--- src/design/pbw_pkg.sv ---
`default_nettype none
package pbw_pkg;

  // ****************************************
  // Clock and timing
  // ****************************************
  localparam int unsigned PBW_CLK_PERIOD_NS = 10;
  localparam int unsigned PBW_NS_PER_MS = 1_000_000;
  localparam int unsigned PBW_DEBOUNCE_MS = 40;
  localparam int unsigned PBW_SLOW_MS = 250;
  localparam int unsigned PBW_FAST_MS = 50;
  localparam int unsigned PBW_LONG_PRESS_MS = 1000;
  localparam int unsigned PBW_DEBOUNCE_CYCLES = PBW_DEBOUNCE_MS * PBW_NS_PER_MS / PBW_CLK_PERIOD_NS;
  localparam int unsigned PBW_SLOW_CYCLES = PBW_SLOW_MS * PBW_NS_PER_MS / PBW_CLK_PERIOD_NS;
  localparam int unsigned PBW_FAST_CYCLES = PBW_FAST_MS * PBW_NS_PER_MS / PBW_CLK_PERIOD_NS;
  localparam int unsigned PBW_LONG_PRESS_CYCLES = PBW_LONG_PRESS_MS * PBW_NS_PER_MS / PBW_CLK_PERIOD_NS;
  localparam int unsigned PBW_PF_FILTER_CYCLES = 2;
  localparam int unsigned PBW_RECALL_CYCLES = 4;

  // ****************************************
  // Counter
  // ****************************************
  localparam int unsigned PBW_COUNT_W = 5;
  localparam int unsigned PBW_TAPS = 32;
  localparam logic [4:0] PBW_COUNT_RESET = 5'h00;
  localparam logic [4:0] PBW_COUNT_MAX = 5'h1f;
  localparam logic [4:0] PBW_COUNT_MIN = 5'h00;

  // ****************************************
  // Types
  // ****************************************
  typedef struct packed {
    logic up;
    logic down;
    logic store;
  } pbw_buttons_type;

  typedef enum logic [1:0] {
    PBW_ST_RECALL = 2'b00,
    PBW_ST_IDLE = 2'b01,
    PBW_ST_HOLD = 2'b10
  } pbw_state_type;

endpackage
`default_nettype wire

--- src/design/pbw_debounce.sv ---
`timescale 1ns/1ps
`default_nettype none
module pbw_debounce
  import pbw_pkg::*;
#(
  parameter int unsigned CYCLES = PBW_DEBOUNCE_CYCLES
) (
  input wire logic clock,
  input wire logic rst_n,
  input wire logic pin_n,
  output logic sync_level,
  output logic stable_level
);

  logic meta_reg;
  logic sync_reg;
  logic stable_reg;
  logic [31:0] count_reg;
  logic [31:0] count_next;
  logic differ;
  logic settled;

  // ****************************************
  // Level must hold unchanged for CYCLES
  // ****************************************
  assign differ = sync_reg != stable_reg;
  assign settled = differ && (count_reg >= 32'(CYCLES - 1));
  assign count_next = (differ && !settled) ? count_reg + 32'h0000_0001 : 32'h0000_0000;

  always_ff @(posedge clock or negedge rst_n) begin
    if (!rst_n) begin
      meta_reg <= 1'b1;
      sync_reg <= 1'b1;
      stable_reg <= 1'b1;
      count_reg <= 32'h0000_0000;
    end else begin
      meta_reg <= pin_n;
      sync_reg <= meta_reg;
      count_reg <= count_next;
      if (settled) begin
        stable_reg <= sync_reg;
      end
    end
  end

  assign sync_level = sync_reg;
  assign stable_level = stable_reg;

endmodule // pbw_debounce
`default_nettype wire

--- src/design/pbw_top.sv ---
`timescale 1ns/1ps
`default_nettype none
module pbw_top
  import pbw_pkg::*;
#(
  parameter int unsigned DEBOUNCE_CYCLES = PBW_DEBOUNCE_CYCLES,
  parameter int unsigned SLOW_CYCLES = PBW_SLOW_CYCLES,
  parameter int unsigned FAST_CYCLES = PBW_FAST_CYCLES,
  parameter int unsigned LONG_PRESS_CYCLES = PBW_LONG_PRESS_CYCLES
) (
  input wire logic clock,
  input wire logic rst_n,
  input wire logic step_up_n,
  input wire logic step_down_n,
  input wire logic store_enable_n,
  input wire logic power_fail,
  input wire logic [4:0] nv_read_data,
  output logic nv_write_en,
  output logic [4:0] nv_write_data,
  output logic [31:0] tap_select,
  output logic [4:0] wiper_position,
  output logic wiper_ready,
  output logic scan_fast
);

  // ****************************************
  // Helpers
  // ****************************************
  function automatic logic [4:0] pbw_step(input logic [4:0] value, input logic up);
    logic [4:0] result;
    result = value;
    if (up && value != PBW_COUNT_MAX) begin
      result = value + 5'h01;
    end else if (!up && value != PBW_COUNT_MIN) begin
      result = value - 5'h01;
    end
    return result;
  endfunction

  function automatic logic [31:0] pbw_decode(input logic [4:0] value);
    return 32'h0000_0001 << value;
  endfunction

  // ****************************************
  // Input filtering
  // ****************************************
  pbw_buttons_type db;
  pbw_buttons_type sy;
  logic pf_db;

  pbw_debounce #(.CYCLES(DEBOUNCE_CYCLES)) u_db_up (
    .clock(clock),
    .rst_n(rst_n),
    .pin_n(step_up_n),
    .sync_level(sy.up),
    .stable_level(db.up)
  );

  pbw_debounce #(.CYCLES(DEBOUNCE_CYCLES)) u_db_down (
    .clock(clock),
    .rst_n(rst_n),
    .pin_n(step_down_n),
    .sync_level(sy.down),
    .stable_level(db.down)
  );

  pbw_debounce #(.CYCLES(DEBOUNCE_CYCLES)) u_db_store (
    .clock(clock),
    .rst_n(rst_n),
    .pin_n(store_enable_n),
    .sync_level(sy.store),
    .stable_level(db.store)
  );

  // Supply good level, falls on power fail
  pbw_debounce #(.CYCLES(PBW_PF_FILTER_CYCLES)) u_db_pf (
    .clock(clock),
    .rst_n(rst_n),
    .pin_n(~power_fail),
    .sync_level(),
    .stable_level(pf_db)
  );

  // ****************************************
  // State
  // ****************************************
  pbw_state_type state_reg;
  pbw_state_type state_next;
  logic [4:0] count_reg;
  logic [4:0] count_next;
  logic [31:0] timer_reg;
  logic [31:0] timer_next;
  logic [31:0] hold_reg;
  logic [31:0] hold_next;
  logic dir_up_reg;
  logic dir_up_next;
  logic fast_reg;
  logic fast_next;
  logic block_reg;
  logic block_next;
  logic manual_mode_reg;
  logic manual_mode_next;
  logic lock_reg;
  logic store_prev_reg;
  logic pf_prev_reg;
  logic ready_reg;
  logic nv_wr_reg;
  logic [4:0] nv_data_reg;
  logic [31:0] tap_reg;

  // ****************************************
  // Decode
  // ****************************************
  wire press_up_only = !db.up && db.down;
  wire press_down_only = db.up && !db.down;
  wire both_released = db.up && db.down;
  wire held_on = dir_up_reg ? (!sy.up && sy.down) : (sy.up && !sy.down);
  wire lock_set = manual_mode_reg && !db.store;
  wire manual_save = db.store && !store_prev_reg;
  wire auto_save = !pf_db && pf_prev_reg && !db.store;
  wire recall_done = timer_reg >= 32'(PBW_RECALL_CYCLES - 1);
  wire [31:0] step_period = fast_reg ? 32'(FAST_CYCLES) : 32'(SLOW_CYCLES);
  wire step_due = timer_reg >= step_period - 32'h0000_0001;
  wire long_press = hold_reg >= 32'(LONG_PRESS_CYCLES);

  // ****************************************
  // Step control
  // ****************************************
  always_comb begin
    state_next = state_reg;
    count_next = count_reg;
    timer_next = timer_reg;
    hold_next = hold_reg;
    dir_up_next = dir_up_reg;
    fast_next = fast_reg;
    block_next = block_reg;
    manual_mode_next = manual_mode_reg;
    case (state_reg)
      PBW_ST_RECALL: begin
        timer_next = timer_reg + 32'h0000_0001;
        if (recall_done) begin
          count_next = nv_read_data;
          manual_mode_next = sy.store;
          timer_next = 32'h0000_0000;
          block_next = 1'b1;
          state_next = PBW_ST_IDLE;
        end
      end
      PBW_ST_IDLE: begin
        if (both_released) begin
          block_next = 1'b0;
        end
        if (!block_reg && !lock_reg && (press_up_only || press_down_only)) begin
          count_next = pbw_step(count_reg, press_up_only);
          dir_up_next = press_up_only;
          timer_next = 32'h0000_0000;
          hold_next = 32'h0000_0000;
          fast_next = 1'b0;
          state_next = PBW_ST_HOLD;
        end
      end
      PBW_ST_HOLD: begin
        if (!held_on || lock_reg) begin
          fast_next = 1'b0;
          block_next = 1'b1;
          state_next = PBW_ST_IDLE;
        end else begin
          timer_next = timer_reg + 32'h0000_0001;
          if (!long_press) begin
            hold_next = hold_reg + 32'h0000_0001;
          end else begin
            fast_next = 1'b1;
          end
          if (step_due) begin
            count_next = pbw_step(count_reg, dir_up_reg);
            timer_next = 32'h0000_0000;
          end
        end
      end
      default: begin
        state_next = PBW_ST_RECALL;
      end
    endcase
  end

  always_ff @(posedge clock or negedge rst_n) begin
    if (!rst_n) begin
      state_reg <= PBW_ST_RECALL;
      count_reg <= PBW_COUNT_RESET;
      timer_reg <= 32'h0000_0000;
      hold_reg <= 32'h0000_0000;
      dir_up_reg <= 1'b0;
      fast_reg <= 1'b0;
      block_reg <= 1'b1;
      manual_mode_reg <= 1'b0;
    end else begin
      state_reg <= state_next;
      count_reg <= count_next;
      timer_reg <= timer_next;
      hold_reg <= hold_next;
      dir_up_reg <= dir_up_next;
      fast_reg <= fast_next;
      block_reg <= block_next;
      manual_mode_reg <= manual_mode_next;
    end
  end

  // ****************************************
  // Store and lockout
  // ****************************************
  always_ff @(posedge clock or negedge rst_n) begin
    if (!rst_n) begin
      lock_reg <= 1'b0;
      store_prev_reg <= 1'b1;
      pf_prev_reg <= 1'b1;
      nv_wr_reg <= 1'b0;
      nv_data_reg <= PBW_COUNT_RESET;
    end else begin
      lock_reg <= lock_set;
      store_prev_reg <= db.store;
      pf_prev_reg <= pf_db;
      nv_wr_reg <= ready_reg && (manual_save || auto_save);
      nv_data_reg <= count_reg;
    end
  end

  // ****************************************
  // Outputs
  // ****************************************
  always_ff @(posedge clock or negedge rst_n) begin
    if (!rst_n) begin
      tap_reg <= 32'h0000_0000;
      ready_reg <= 1'b0;
    end else begin
      tap_reg <= (state_next == PBW_ST_RECALL) ? 32'h0000_0000 : pbw_decode(count_next);
      ready_reg <= state_next != PBW_ST_RECALL;
    end
  end

  assign tap_select = tap_reg;
  assign wiper_position = count_reg;
  assign wiper_ready = ready_reg;
  assign scan_fast = fast_reg;
  assign nv_write_en = nv_wr_reg;
  assign nv_write_data = nv_data_reg;

endmodule // pbw_top
`default_nettype wire

--- config.mk ---
export PLATFORM = sky130hd
export DESIGN_NAME = pbw_top
export DESIGN_NICKNAME = d
export VERILOG_FILES = /design/src/design/pbw_pkg.sv /design/src/design/pbw_debounce.sv /design/src/design/pbw_top.sv
export SDC_FILE = /design/constraint.sdc
export NUM_CORES = 1
export LEC_CHECK = 0
export ABC_AREA = 1
export BUFFER_PORTS_ARGS = -buffer_cell sky130_fd_sc_hd__buf_2
export CAP_MARGIN = 15
export CORE_ASPECT_RATIO = 1.4
export CORE_MARGIN = 1.5
export CORE_UTILIZATION = 23
export DETAILED_ROUTE_END_ITERATION = 6
export PLACE_DENSITY = 0.47
export REMOVE_ABC_BUFFERS = 1
export SYNTH_ARGS = -nofsm -noshare
export SYNTH_HDL_FRONTEND = slang
export SYNTH_HIERARCHICAL = 1
export SYNTH_SLANG_ARGS = --single-unit
--- constraint.sdc ---
create_clock -name clock -period 2.1 [get_ports clock]
set_clock_uncertainty 0.1 [all_clocks]
set_input_delay 0.21 -clock clock [delete_from_list [all_inputs] [get_ports clock]]
set_output_delay 0.21 -clock clock [all_outputs]
set_load 0.03 [all_outputs]
==> out/summary.txt <==
Clock share of power: 0.271
Fin crit share: 1.21
Crit start category: register
Die width: 205 um
Routed wire per std cell: 13.0 um
CP endpoint kind: register
WHS: 0.0433 ns
FFs w/ async S/R, synth: 1.00
Post-synth top area cell: dfrtp_1
H-tree lvl count: 1
IO Count: 56
Most common cell after layout, fill and taps aside: nand2_1
DR vias/cell: 4.16
FF+latch count, synth: 257
Number of flops mapped to enable cells by yosys: 0
Clock transition at path regs: 0.06 ns
FMAX: 393 MHz
Leak pwr: 8.05 nW
Violated checks: negative setup slack
Max VDD drop: 685 uV
Clk root buf: clkbuf_16
Reg area: 0.00645 mm^2
Vias after detailed routing: 11000
First-pass GRT wire length: 54.9 mm
Net Sw Power: 7.56 mW
Syn Std Cell Area: 0.0132 mm^2
CORE AREA: 0.0566 mm^2
Routability cong.: 0.871
Die Y: 286 um
Final setup viols: 95
Status: finished with violations
Reg power frac: 0.278
Commonest non-fill, non-tap cells in the layout: 305 x nand2_1, 241 x dfrtp_1, 204 x nor2_1
Fin util: 0.322
Largest net degree at the start of global routing: 55
Max-cap violations: 0
Tmin final: 2.55 ns
Clk sink count: 257
Row cnt: 103
CTS Buffer Depth: 3
Crit path kind: register to register
Gate Count Post-Synth: 1551
Dominant synthesized flop cell: dfrtp_1
Worst Setup SP: scan_fast
Grt ovf: 0
Slew Limit Fails: 0
Critical-path maximum fanout: 8
Hold_sp: nv_read_data[4]
Req. time, crit path: 2.50 ns
RSZ-0062 raised after global routing: true
Multi-input logic area: 0.00695 mm^2
Fin. Hold Viols: 0
Fillcell total: 5853
Residual DRC: 0
Top post-synthesis cells by area: dfrtp_1 46%, nand2_1 9.5%, nor2_1 6.2%
Hold path depth: 5
GR Util All Layers: 0.115
Reg2Reg Launch Point: scan_fast
Initial antenna violation count: 2
Nets: 1917
DR iter-0 viols: 428
Seq/Total Area, Yosys: 0.489
Reg2Reg Depth: 17
Worst hold path type: primary input to register
Fin worst setup slack: -0.447 ns
Yosys top cell area share: 0.460
Starting Density: 0.233
CP arrival: 2.94 ns
Syn_area_per_cell: 8.50 um^2
Post-DP HPWL: 24.0 mm
Layout cell share with drive strength beyond 1: 0.322
Total number of yosys warnings: 6
P&R area growth vs syn: 38.2%
Die Area: 0.0588 mm^2
DRT antenna net count: 0
Combinational power share: 0.451
DRT Pass-1 Iters: 4
Switching share of power: 0.383
Vias in the first global route: 11100
CTS tree: done
Clk_lat worst skew: 0.57 ns
Yosys cell types: 46
Pwr dens: 1080 mW/mm^2
CTS Buf Count: 31
Post-Route WL: 34.4 mm
PortBufs: 55
Int Pwr: 12.2 mW
path summary, 6_finish.rpt:
| path | to | slack [ns] |
|---|---|---|
| max in group asynchronous | u_db_pf/stable_level | 1.12 |
| worst min-delay path | wiper_position[4] | 0.04 |
| min in group asynchronous | tap_select[20] | 0.05 |
| worst min register to register | u_db_pf/sync_level | 0.25 |
| worst max register to register | tap_select[14] | -0.45 |
| worst max-delay path | tap_select[14] | -0.45 |
routing by layer:
layer,GRT usage,routed length [um],up-vias
met1,0.130,13800,5223
met3,0.0135,1060,75
li1,-,-,5529
met4,0.0453,1190,0
met2,0.216,18300,169
met5,0,0,-
synthesized netlist by cell type (2+ instances only):
cell type / number
nand2_1: 335
dfrtp_1: 242
nor2_1: 218
inv_1: 168
nor2_2: 89
nand3_1: 81
xor2_1: 52
nand4_1: 42
nor3_1: 32
xnor2_1: 27
ha_1: 26
o21ai_0: 26
nand2_2: 24
o31ai_1: 19
a21oi_1: 17
inv_2: 17
buf_6: 15
dfstp_2: 15
nor2_4: 13
nor4_1: 11
nand3_2: 9
o21ai_1: 8
clkbuf_1: 7
o22ai_1: 7
buf_2: 5
a21oi_4: 4
conb_1: 4
nand3_4: 4
o211ai_1: 4
o21ai_2: 4
a21oi_2: 3
and3_2: 3
nor2b_1: 3
a32o_1: 2
nand2_4: 2
nor3_2: 2
nor3b_1: 2
timing repair:
| item | 4_1_cts | 5_1_grt |
|---|---|---|
| endpoints found under the hold margin | 248 | 0 |
| pin swaps | 16 | 32 |
| setup endpoints to repair | 96 | 102 |
| gates resized for setup | 70 | 138 |
| cloned | 4 | 10 |
| buffers inserted | 6 | 19 |
| hold buffers | 5 | 0 |
critical path, stage by stage, from the launching register on:
cell and delay (ns):
dfrtp_2 0.52, buf_6 0.17, ha_4 0.25, inv_1 0.04
nor2_1 0.07, nand3_1 0.08, nor2_1 0.12, nand2_2 0.11
nand2_4 0.10, nand3_4 0.10, nand2_1 0.08, nand2_1 0.06
nand2_2 0.10, buf_4 0.13, nand2_4 0.06, nand2_4 0.09
nand4_1 0.14, nor2_1 0.15
power by group through the flow:
stage / combinational (mW) / clock [mW] / sequential [mW]
2_1_floorplan: 2.66 / 0 / 5.88
3_3_place_gp: 5.48 / 0 / 5.56
3_5_place_dp: 5.50 / 0 / 5.56
4_1_cts: 6.41 / 5.55 / 5.48
5_1_grt: 9.44 / 5.75 / 5.51
6_report: 8.90 / 5.34 / 5.48
final cells by class:
class / instances / area share
Multi-Input combinational cell: 1142 / 0.382
Sequential cell: 257 / 0.354
Timing Repair Buffer: 259 / 0.116
Clock buffer: 46 / 0.0506
Tap cell: 735 / 0.0505
Inverter: 187 / 0.0395
Clock inverter: 11 / 0.00618
Timing Repair inverter: 2 / 0.000893
Antenna cell: 2 / 0.000275
per-stage QoR:
step                area [um^2]  setup TNS [ns]  setup slack [ns]  instances  total power [mW]
CTS                       17200          -19.93            -0.393       2611              17.4
finish                    18200          -25.38            -0.447       2641              19.7
global route              18200          -40.86            -0.678       2641              20.7
floorplan                 13200          -28.73            -0.494       1578              8.54
detailed placement        15700          -25.14            -0.474       2540              11.1
global placement          15700          -20.07            -0.356       2540              11.0
kinds of logic after synthesis:
| logic type | synth area share |
|---|---|
| AO/OA/AOI/OAI | 0.0482 |
| XOR/XNOR | 0.0525 |
| adder cells (fa/ha/maj) | 0.0247 |
| buffers and inverters | 0.0706 |
| flip-flops | 0.489 |
| other | 0.00114 |
| AND/OR/NAND/NOR | 0.313 |
(Power assumes the default switching activity.)
